==> config.mk <==
export PLATFORM = sky130hd
export DESIGN_NAME = hlink_host
export DESIGN_NICKNAME = d
export VERILOG_FILES = /design/src/hlink_pkg.sv /design/src/hlink_host.sv
export SDC_FILE = /design/constraint.sdc
export NUM_CORES = 2
export LEC_CHECK = 0
export ABC_AREA = 0
export BUFFER_PORTS_ARGS = -buffer_cell sky130_fd_sc_hd__buf_2
export CAP_MARGIN = 25
export CELL_PAD_IN_SITES_DETAIL_PLACEMENT = 0
export CELL_PAD_IN_SITES_GLOBAL_PLACEMENT = 1
export CORE_UTILIZATION = 30
export DETAILED_ROUTE_END_ITERATION = 10
export MAX_ROUTING_LAYER = met4
export PLACE_DENSITY = 0.49
export SLEW_MARGIN = 40
export SYNTH_ARGS = -nofsm -noshare
export SYNTH_HDL_FRONTEND = slang
export SYNTH_SLANG_ARGS = --single-unit
==> constraint.sdc <==
create_clock -name CLK -period 28.7 [get_ports CLK]
set_input_delay 8.61 -clock CLK [delete_from_list [all_inputs] [get_ports CLK]]
set_output_delay 8.61 -clock CLK [all_outputs]
set_load 0.01 [all_outputs]
==> src/hlink_pkg.sv <==
// Constants, field layouts and types for the host-side chain link controller.
// Assumes a single 100 MHz clock and a 1 Mbps 8-N-1 half-duplex serial link.
// Notes on behaviour
// - Host breaks only after all responses arrived; this block also breaks after a timeout or bad response type.
// - Multidrop host sends break before every frame; this block breaks only when CTRL_BREAK or CTRL_BREAK_ONLY is set.
// - Host waits responses or timeout before next.
// - Frame: init, address, register, data, CRC.
// - Init bit 7: command 1, response 0.
// - Request type bits 6:4 encode command.
// - Init bits 2:0 give length minus one.
// - Address byte only in single-device commands.
// - Address byte: top bits zero, six-bit address.
// - Register address two bytes, high first.
// - Read data byte is count minus one.
// - CRC-16, LSB first, init ones, poly 0xC002.
package hlink_pkg;
    // Timing
    localparam int CLK_NS = 10;
    localparam int BIT_NS = 1000;
    localparam int BIT_CYCLES = BIT_NS / CLK_NS;
    localparam int BREAK_BITS = 12;
    localparam int BREAK_CYCLES = BREAK_BITS * BIT_CYCLES;
    localparam int GUARD_BITS = 4;
    localparam int GUARD_CYCLES = GUARD_BITS * BIT_CYCLES;
    localparam int TIMEOUT_US = 1000;
    localparam int TIMEOUT_CYCLES = (TIMEOUT_US * 1000) / CLK_NS;
    // Register byte offsets
    localparam logic [11:0] OFS_CTRL = 12'h000;
    localparam logic [11:0] OFS_CMD = 12'h004;
    localparam logic [11:0] OFS_DATA0 = 12'h008;
    localparam logic [11:0] OFS_DATA1 = 12'h00c;
    localparam logic [11:0] OFS_RESP = 12'h010;
    localparam logic [11:0] OFS_STAT = 12'h014;
    localparam logic [11:0] OFS_BUF = 12'h200;
    // Control bits
    localparam int CTRL_GO = 0;
    localparam int CTRL_BREAK = 1;
    localparam int CTRL_BREAK_ONLY = 2;
    // Sticky flag positions inside the flag vector
    localparam int FL_DONE = 0;
    localparam int FL_TMO = 1;
    localparam int FL_CRC = 2;
    localparam int FL_PROTO = 3;
    localparam int FL_RSVD = 4;
    localparam int FL_UNSOL = 5;
    // Request type codes
    localparam logic [2:0] REQ_SREAD = 3'h0;
    localparam logic [2:0] REQ_SWRITE = 3'h1;
    localparam logic [2:0] REQ_KREAD = 3'h2;
    localparam logic [2:0] REQ_BREAD = 3'h4;
    localparam logic [2:0] REQ_RSVD = 3'h7;
    // Frame check
    localparam logic [15:0] CRC_INIT = 16'hffff;
    localparam logic [15:0] CRC_POLY_REFL = 16'ha001;
    // Command word as software writes it
    typedef struct packed {
        logic [15:0] reg_addr;
        logic [1:0] pad;
        logic [5:0] dev;
        logic rsvd_hi;
        logic [2:0] size;
        logic rsvd_lo;
        logic [2:0] req;
    } cmd_t;
    // Controller sequence
    typedef enum logic [2:0] {
        ST_IDLE = 3'h0,
        ST_BREAK = 3'h1,
        ST_GUARD = 3'h3,
        ST_SEND = 3'h2,
        ST_WAIT = 3'h6
    } state_t;
    // One byte through the reflected CRC, LSB first
    function automatic logic [15:0] crc_byte(input logic [15:0] crc, input logic [7:0] b);
        logic [15:0] c;
        c = crc ^ {8'h00, b};
        for (int i = 0; i < 8; i++) begin
            c = c[0] ? ((c >> 1) ^ CRC_POLY_REFL) : (c >> 1);
        end
        return c;
    endfunction : crc_byte
endpackage : hlink_pkg

==> src/hlink_host.sv <==
// Host controller for a monitor chain: builds command frames, sends them on
// the serial link and collects response frames. Software talks over APB.
// Assumes RX idles high with a pull-up and TX is only driven by this block.
//
// The APB interface to the registers and the placing of the registers were chosen for this implementation.
module hlink_host #(
    parameter int TIMEOUT = hlink_pkg::TIMEOUT_CYCLES,
    parameter int BREAK_LEN = hlink_pkg::BREAK_CYCLES,
    parameter int GUARD_LEN = hlink_pkg::GUARD_CYCLES
) (
    input wire logic CLK,
    input wire logic RST,
    input wire logic PSEL,
    input wire logic PENABLE,
    input wire logic PWRITE,
    input wire logic [11:0] PADDR,
    input wire logic [31:0] PWDATA,
    output logic [31:0] PRDATA,
    output logic PREADY,
    output logic PSLVERR,
    output logic UART_TX,
    input wire logic UART_RX
);
    localparam int TW = $clog2(TIMEOUT + BREAK_LEN + GUARD_LEN + 2);
    localparam logic [7:0] BIT_LAST = 8'(hlink_pkg::BIT_CYCLES - 1);
    localparam logic [7:0] BIT_HALF = 8'(hlink_pkg::BIT_CYCLES / 2);

    hlink_pkg::state_t state; // Sequence state
    hlink_pkg::cmd_t cmd; // Command word
    logic [63:0] data_q; // Write payload, byte 0 lowest
    logic [7:0] resp_exp; // Responses expected for a read
    logic [7:0] resp_got; // Responses taken so far
    logic [5:0] last_addr; // Responder of the latest good frame
    logic [5:0] flags; // Sticky status flags
    logic [TW-1:0] tmr; // Break, guard and timeout timer
    logic [3:0] idx; // Transmit byte index
    logic [15:0] crc_tx; // Running transmit CRC
    logic [7:0] rx_buf [128]; // Data of latest response
    // Serial transmitter
    logic [9:0] tx_sh;
    logic [3:0] tx_bits;
    logic [7:0] tx_cnt;
    // Serial receiver
    logic rx_m;
    logic rx_s;
    logic rx_on;
    logic [3:0] rx_bit;
    logic [7:0] rx_cnt;
    logic [8:0] rx_sh;
    logic rx_valid;
    logic [7:0] rx_byte;
    // Response parser
    logic [7:0] ridx;
    logic [6:0] rlen;
    logic [15:0] crc_rx;
    logic [31:0] rd_word;
    logic cmd_go_q; // A frame follows the break
    logic [5:0] addr_q; // Responder address of the frame in flight

    // Bus decode
    wire wr = PSEL && PENABLE && PWRITE;
    wire hit_ctrl = PADDR == hlink_pkg::OFS_CTRL;
    wire hit_cmd = PADDR == hlink_pkg::OFS_CMD;
    wire hit_d0 = PADDR == hlink_pkg::OFS_DATA0;
    wire hit_d1 = PADDR == hlink_pkg::OFS_DATA1;
    wire hit_resp = PADDR == hlink_pkg::OFS_RESP;
    wire hit_stat = PADDR == hlink_pkg::OFS_STAT;
    wire hit_buf = PADDR[11:9] == hlink_pkg::OFS_BUF[11:9] && PADDR[8:7] == 2'b00;
    wire mapped = hit_ctrl | hit_cmd | hit_d0 | hit_d1 | hit_resp | hit_stat | hit_buf;
    wire go = wr && hit_ctrl && PWDATA[hlink_pkg::CTRL_GO] && state == hlink_pkg::ST_IDLE;
    wire brk_only = wr && hit_ctrl && PWDATA[hlink_pkg::CTRL_BREAK_ONLY] && state == hlink_pkg::ST_IDLE;
    wire go_rsvd = go && cmd.req == hlink_pkg::REQ_RSVD;
    wire [6:0] buf_base = {PADDR[6:2], 2'b00};

    // Frame layout
    wire has_addr = cmd.req == hlink_pkg::REQ_SREAD || cmd.req == hlink_pkg::REQ_SWRITE;
    wire is_read = cmd.req == hlink_pkg::REQ_SREAD || cmd.req == hlink_pkg::REQ_KREAD
        || cmd.req == hlink_pkg::REQ_BREAD;
    wire [3:0] n_data = is_read ? 4'h1 : {1'b0, cmd.size} + 4'h1;
    wire [3:0] hdr = has_addr ? 4'h4 : 4'h3;
    wire [3:0] total = hdr + n_data + 4'h2;
    wire [3:0] k = idx - {3'b000, has_addr};
    wire [2:0] dsel = 3'(idx - hdr);
    wire [7:0] init_byte = {1'b1, cmd.req, 1'b0, is_read ? 3'b000 : cmd.size};
    wire [7:0] addr_byte = {2'b00, cmd.dev};
    wire [7:0] data_byte = is_read ? data_q[7:0] : data_q[{dsel, 3'b000} +: 8];
    wire tx_busy = tx_bits != 4'h0;
    wire tx_load = state == hlink_pkg::ST_SEND && !tx_busy && idx < total;
    logic [7:0] tx_byte;

    // Byte order of a command frame
    always_comb begin
        if (idx == 4'h0) begin // Initialization byte first
            tx_byte = init_byte;
        end else if (has_addr && idx == 4'h1) begin // Address only for single commands
            tx_byte = addr_byte;
        end else if (k == 4'h1) begin // Register address high byte
            tx_byte = cmd.reg_addr[15:8];
        end else if (k == 4'h2) begin // Register address low byte
            tx_byte = cmd.reg_addr[7:0];
        end else if (idx < hdr + n_data) begin // Payload
            tx_byte = data_byte;
        end else if (idx == hdr + n_data) begin // CRC low byte first
            tx_byte = crc_tx[7:0];
        end else begin // CRC high byte
            tx_byte = crc_tx[15:8];
        end
    end

    // Parser view of the incoming byte
    wire [15:0] crc_rx_next = hlink_pkg::crc_byte(ridx == 8'h00 ? hlink_pkg::CRC_INIT : crc_rx, rx_byte);
    wire in_wait = state == hlink_pkg::ST_WAIT;
    wire rx_init = in_wait && rx_valid && ridx == 8'h00;
    wire rx_bad_type = rx_init && rx_byte[7];
    wire rx_end = in_wait && rx_valid && ridx != 8'h00 && ridx == {1'b0, rlen} + 8'h06;
    wire rx_ok = rx_end && crc_rx_next == 16'h0000;
    wire last_resp = resp_got + 8'h01 >= resp_exp;
    wire tmr_done = tmr == '0;

    // Sticky flag set terms; a set in the clearing cycle wins
    logic [5:0] fl_set;
    always_comb begin
        fl_set = 6'h00;
        fl_set[hlink_pkg::FL_DONE] = (state == hlink_pkg::ST_SEND && idx == total && !tx_busy
            && (!is_read || resp_exp == 8'h00)) || (rx_end && last_resp);
        fl_set[hlink_pkg::FL_TMO] = in_wait && tmr_done && !rx_valid;
        fl_set[hlink_pkg::FL_CRC] = rx_end && !rx_ok;
        fl_set[hlink_pkg::FL_PROTO] = rx_bad_type;
        fl_set[hlink_pkg::FL_RSVD] = go_rsvd;
        fl_set[hlink_pkg::FL_UNSOL] = rx_valid && !in_wait;
    end

    // Register writes from software
    always_ff @(posedge CLK or posedge RST) begin
        if (RST) begin
            cmd <= '0;
            data_q <= 64'h0;
            resp_exp <= 8'h01;
            flags <= 6'h00;
        end else begin
            if (wr && hit_cmd && state == hlink_pkg::ST_IDLE) cmd <= hlink_pkg::cmd_t'(PWDATA);
            if (wr && hit_d0 && state == hlink_pkg::ST_IDLE) data_q[31:0] <= PWDATA;
            if (wr && hit_d1 && state == hlink_pkg::ST_IDLE) data_q[63:32] <= PWDATA;
            if (wr && hit_resp && state == hlink_pkg::ST_IDLE) resp_exp <= PWDATA[7:0];
            flags <= (flags & ~((wr && hit_stat) ? PWDATA[6:1] : 6'h00)) | fl_set;
        end
    end

    // Read data mux
    always_comb begin
        rd_word = 32'h0;
        if (hit_ctrl) rd_word = 32'h0;
        if (hit_cmd) rd_word = cmd;
        if (hit_d0) rd_word = data_q[31:0];
        if (hit_d1) rd_word = data_q[63:32];
        if (hit_resp) rd_word = {24'h0, resp_exp};
        if (hit_stat) rd_word = {10'h0, last_addr, resp_got, 1'b0, flags, state != hlink_pkg::ST_IDLE};
        if (hit_buf) rd_word = {rx_buf[buf_base + 7'h3], rx_buf[buf_base + 7'h2],
            rx_buf[buf_base + 7'h1], rx_buf[buf_base]};
    end

    // Read data is captured in the setup cycle and held through the access
    always_ff @(posedge CLK or posedge RST) begin
        if (RST) PRDATA <= 32'h0;
        else if (PSEL && !PENABLE) PRDATA <= rd_word;
    end
    assign PREADY = 1'b1;
    assign PSLVERR = PSEL && PENABLE && !mapped;

    // Controller sequence
    always_ff @(posedge CLK or posedge RST) begin
        if (RST) begin
            state <= hlink_pkg::ST_IDLE;
            tmr <= '0;
            idx <= 4'h0;
            crc_tx <= hlink_pkg::CRC_INIT;
        end else begin
            case (state)
                hlink_pkg::ST_IDLE: begin // Break only from idle, reached once the answers are in, the wait times out or a bad type arrives
                    idx <= 4'h0;
                    crc_tx <= hlink_pkg::CRC_INIT;
                    if (brk_only || (go && !go_rsvd && PWDATA[hlink_pkg::CTRL_BREAK])) begin
                        state <= hlink_pkg::ST_BREAK;
                        tmr <= TW'(BREAK_LEN - 1);
                    end else if (go && !go_rsvd) begin // Reserved code never sent
                        state <= hlink_pkg::ST_SEND;
                    end
                end
                hlink_pkg::ST_BREAK: begin // Line held low
                    tmr <= tmr - 1'b1;
                    if (tmr_done) begin
                        state <= hlink_pkg::ST_GUARD;
                        tmr <= TW'(GUARD_LEN - 1);
                    end
                end
                hlink_pkg::ST_GUARD: begin // Idle gap, then the frame, or back to idle after a break-only request
                    tmr <= tmr - 1'b1;
                    if (tmr_done) state <= cmd_go_q ? hlink_pkg::ST_SEND : hlink_pkg::ST_IDLE;
                end
                hlink_pkg::ST_SEND: begin
                    if (tx_load) begin
                        idx <= idx + 4'h1;
                        if (idx < hdr + n_data) crc_tx <= hlink_pkg::crc_byte(crc_tx, tx_byte);
                    end else if (idx == total && !tx_busy) begin
                        state <= (is_read && resp_exp != 8'h00) ? hlink_pkg::ST_WAIT : hlink_pkg::ST_IDLE;
                        tmr <= TW'(TIMEOUT - 1);
                    end
                end
                hlink_pkg::ST_WAIT: begin // No new frame until answers, timeout or a bad response type
                    tmr <= rx_valid ? TW'(TIMEOUT - 1) : tmr - 1'b1;
                    if (rx_bad_type || (rx_end && last_resp) || (tmr_done && !rx_valid)) begin
                        state <= hlink_pkg::ST_IDLE;
                    end
                end
                default: state <= hlink_pkg::ST_IDLE;
            endcase
        end
    end

    // Remembers that a frame follows the break
    always_ff @(posedge CLK or posedge RST) begin
        if (RST) cmd_go_q <= 1'b0;
        else if (state == hlink_pkg::ST_IDLE) cmd_go_q <= go && !go_rsvd;
    end

    // Transmitter: 8-N-1, LSB first, low during a break
    always_ff @(posedge CLK or posedge RST) begin
        if (RST) begin
            tx_sh <= 10'h3ff;
            tx_bits <= 4'h0;
            tx_cnt <= 8'h00;
            UART_TX <= 1'b1;
        end else begin
            UART_TX <= (state == hlink_pkg::ST_BREAK) ? 1'b0 : (tx_busy ? tx_sh[0] : 1'b1);
            if (tx_load) begin
                tx_sh <= {1'b1, tx_byte, 1'b0};
                tx_bits <= 4'ha;
                tx_cnt <= BIT_LAST;
            end else if (tx_busy) begin
                tx_cnt <= (tx_cnt == 8'h00) ? BIT_LAST : tx_cnt - 8'h01;
                if (tx_cnt == 8'h00) begin
                    tx_sh <= {1'b1, tx_sh[9:1]};
                    tx_bits <= tx_bits - 4'h1;
                end
            end
        end
    end

    // Two-stage synchroniser on the receive pin
    always_ff @(posedge CLK or posedge RST) begin
        if (RST) begin
            rx_m <= 1'b1;
            rx_s <= 1'b1;
        end else begin
            rx_m <= UART_RX;
            rx_s <= rx_m;
        end
    end

    // Receiver: mid-bit sampling from the start edge
    always_ff @(posedge CLK or posedge RST) begin
        if (RST) begin
            rx_on <= 1'b0;
            rx_bit <= 4'h0;
            rx_cnt <= 8'h00;
            rx_sh <= 9'h000;
            rx_valid <= 1'b0;
            rx_byte <= 8'h00;
        end else begin
            rx_valid <= 1'b0;
            if (!rx_on) begin
                if (!rx_s) begin // Start edge
                    rx_on <= 1'b1;
                    rx_bit <= 4'h0;
                    rx_cnt <= BIT_HALF;
                end
            end else if (rx_cnt != 8'h00) begin
                rx_cnt <= rx_cnt - 8'h01;
            end else begin
                rx_cnt <= BIT_LAST;
                rx_bit <= rx_bit + 4'h1;
                rx_sh <= {rx_s, rx_sh[8:1]};
                if (rx_bit == 4'h0 && rx_s) begin // False start
                    rx_on <= 1'b0;
                end else if (rx_bit == 4'h9) begin // Stop bit sampled
                    rx_on <= 1'b0;
                    rx_valid <= 1'b1;
                    rx_byte <= rx_sh[8:1];
                end
            end
        end
    end

    // Response parser: init, responder address, register, data, CRC
    always_ff @(posedge CLK or posedge RST) begin
        if (RST) begin
            ridx <= 8'h00;
            rlen <= 7'h00;
            crc_rx <= hlink_pkg::CRC_INIT;
            resp_got <= 8'h00;
            last_addr <= 6'h00;
        end else if (!in_wait) begin
            ridx <= 8'h00;
            if (go) resp_got <= 8'h00;
        end else if (rx_valid) begin
            crc_rx <= crc_rx_next;
            ridx <= rx_end ? 8'h00 : ridx + 8'h01;
            if (ridx == 8'h00) rlen <= rx_byte[6:0];
            if (rx_end) resp_got <= resp_got + 8'h01;
            if (rx_ok) last_addr <= addr_q;
        end
    end

    // Responder address and data capture
    always_ff @(posedge CLK or posedge RST) begin
        if (RST) addr_q <= 6'h00;
        else if (in_wait && rx_valid && ridx == 8'h01) addr_q <= rx_byte[5:0];
    end
    always_ff @(posedge CLK) begin
        if (in_wait && rx_valid && ridx >= 8'h04 && ridx < {1'b0, rlen} + 8'h05) rx_buf[7'(ridx - 8'h04)] <= rx_byte;
    end
endmodule : hlink_host

==> flow_summary.ini <==
[hold_path]
min-delay-start = rx_m
timing.hold.worst_path_depth = 0
min_delay_worst_endpoint = rx_s
worst_min_path_class = flip-flop to flip-flop

[synth]
post_synthesis_register_bit_count = 1312
synth_common_cells = 1024 x edfxtp_1, 334 x mux4_2, 252 x nor2_1, 243 x dfrtp_1, 175 x nand2_1
syn_nets = 3286
synthArstFlopShare_pct = 21.95
synth-seq-area-share_pct = 68.69
netlist_top_cells_area = edfxtp_1 56%, mux4_2 14%, dfrtp_1 11%
synthesis.area_um2 = 55340
synth_top_cell_area_share_pct = 55.57
synthesis.area_per_instance_um2 = 17.42
netlist-cell-type-count = 78
synth_flop_cell = edfxtp_1
number_of_synthesized_flops_with_an_enable_pin = 1024
largest_area_contributor_in_the_netlist = edfxtp_1
yosysWarnings = 0
yosysMostFrequentCell = edfxtp_1
synth_cells = 3177

[cts]
tritoncts_num_sinks = 1312
cts_buffers = 152
root_buffer = clkbuf_16
ctsHoldBuffers = 0
cts_tree = built
post_cts_buffers = 0
clk_transition_reported_paths_ns = 0.06
max-clock-path-buffers = 3
worstSkewPairLatency_ns = 0.78
post_cts.resized_instances = 0
ctsHtreeMaxLevel = 4

[die]
chipHeight_um = 431.5
starting_utilization_of_the_core_area_pct = 30.22
die_width_um = 431.5
core_area_um2 = 183100
die_area_um2 = 186200
top_level_ports = 85
floorplan.rows = 157

[finish]
share_of_cells_above_drive_strength_1_pct = 30.49
syn2layout_area_growth_pct = 15.48
total_nets_final = 3421
filler_cell_count = 17310

[sta]
timing.hold.ws_ns = 0.3561
final-max-slew-violation-count = 0
min_period_over_period_pct = 65.99
worst-slew-pin-transition_ns = 0.8842
rsz_0062_raised_after_global_routing = no
finalClockSkew_ns = 0.03030
setup-tns-final_ns = 0
finalWorstSetupSlack_ns = 9.759
post-route-min-period_ns = 18.94
final-setup-viol-count = 0
max_slew_margin_pct = 41.06
max_freq_mhz = 52.80
endpoints_failing_hold = 0

[critical_path]
worst_setup_path_startpoint = PADDR[7]
r2r_end = crc_tx[0]
r2r_slack_ns = 22.82
r2r_path_start = cmd[1]
timing.setup.critical_path_class = input pin to primary output
critPathArrivalTime_ns = 10.33
timing.critical_path.from_type = input pin
worstRegToRegCells = 16
cp_max_fo = 22
worst_path_required_ns = 20.09
worstSetupEndpointType = primary output

[global_routing]
gr-usage-all-layers_pct = 17.99
global_route.overflow_total = 0
grt_max_degree = 132
grt_first_pass_wirelength_mm = 232.3
grt_pass1_vias = 30460
initial_antenna_violation_count = 13

[placed_design]
gp_congestion = 0.8070
place.port_buffers = 83
hpwlAfterDp_mm = 105.2
dp_worst_setup_slack_ns = 9.732

[drt]
wire_per_inst_um = 27.38
via_count = 29330
drc_violation_total_after_the_first_tritonroute_iteration = 2063
first_pass_iters = 5
antenna_nets_post_route = 0
routed_via_density = 4.970
post-route-drc-count = 0
routed_wl_mm = 161.6

[run_status]
result_of_the_run = complete, no violations

[pwr]
vdd_ir_drop_max_uv = 61.45
power_density_nw_per_um2 = 65.40
power_leakage_nw = 18.92

[flow_run]
maxCapViolations = 0
-- cells in the final DEF, fill, tap and decap left out, types with 31 or more instances in the layout --
cell type,synthesis,layout
edfxtp_1,1024,1024
mux4_2,334,334
dfrtp_1,243,235
nand2_1,175,159
mux2_2,157,157
nor2_1,252,155
clkbuf_16,0,153
o21ai_0,118,117
nor2_2,1,98
buf_2,6,80
a21oi_1,58,58
ha_1,57,57
xnor2_1,54,54
inv_1,54,53
mux2i_1,46,46
dfstp_2,45,45
buf_4,1,44
clkinv_1,0,35
xor2_1,33,33
clkbuf_1,103,33
nand3_1,31,31
-- cells by family after synthesis --
family | count (synthesis) | share of synthesized area (%)
AO/OA/AOI/OAI | 372 | 4.581
XOR/XNOR | 94 | 1.619
adder cells (fa/ha/maj) | 59 | 1.361
buffers and inverters | 217 | 1.519
flip-flops | 1312 | 68.69
multiplexers | 539 | 17.66
other | 1 | 0.006777
AND/OR/NAND/NOR | 583 | 4.556
-- worst max-delay path, stage by stage --
cell and delay, ns:
buf_2 0.09, nor4_1 0.51, nand4_1 0.36, nor2_2 0.16, buf_4 0.34, nor3_1 0.10
buf_2 0.15
-- stage by stage --
stage               instance area [µm²]  util, %  power (mW)  std cells
floorplan                         55340        -       2.293       3177
global placement                  58730    32.08       2.373       5615
detailed placement                59030    32.24       2.374       5621
CTS                               63720    34.80       4.233       5897
global route                      63890    34.90       4.324       5899
finish                            63900    34.90       4.179       5902
-- worst max-delay path by stage --
stage | to | cells after the start | slack [ns]
6_report | PSLVERR | 7 | 9.76
5_1_grt | PSLVERR | 7 | 9.63
4_1_cts | PSLVERR | 7 | 9.72
3_5_place_dp | PSLVERR | 7 | 9.73
3_3_place_gp | PSLVERR | 6 | 9.15
2_1_floorplan | PSLVERR | 6 | 9.57
-- layout make-up --
cell class              count  area [µm²]  share of cell area [%]
diodes                      4       10.01                 0.01566
repair buffers            144        1032                   1.615
inverters                  54       210.2                  0.3290
clock buffers             193        4049                   6.336
clock inverters            83       639.4                   1.001
flip-flops and latches   1312       38040                   59.53
multi-input cells        1648       16830                   26.34
well taps                2464        3083                   4.825
-- power breakdown --
part / total, mW / switching (mW) / internal, mW
logic: 0.242 / 0.148 / 0.0946
registers: 2.09 / 0.0278 / 2.06
clock network: 1.85 / 0.787 / 1.06
-- sequential cells by signal (all words and copies together), names as in the netlist, 9 cells and up --
name    cells
rx_buf   1024
data_q     64
PRDATA     32
cmd        26
tmr        17
crc_rx     16
crc_tx     16
tx_sh       9
-- layer usage --
layer / vias to the layer above / share of wire, % / GRT usage (%)
met5: - / 0 / -
met4: 0 / 2.3 / 4.331
met3: 202 / 3.2 / 2.345
met2: 555 / 50 / 29.51
met1: 15690 / 45 / 23.68
li1: 12880 / - / -
Power figures use the tool's default switching activity.
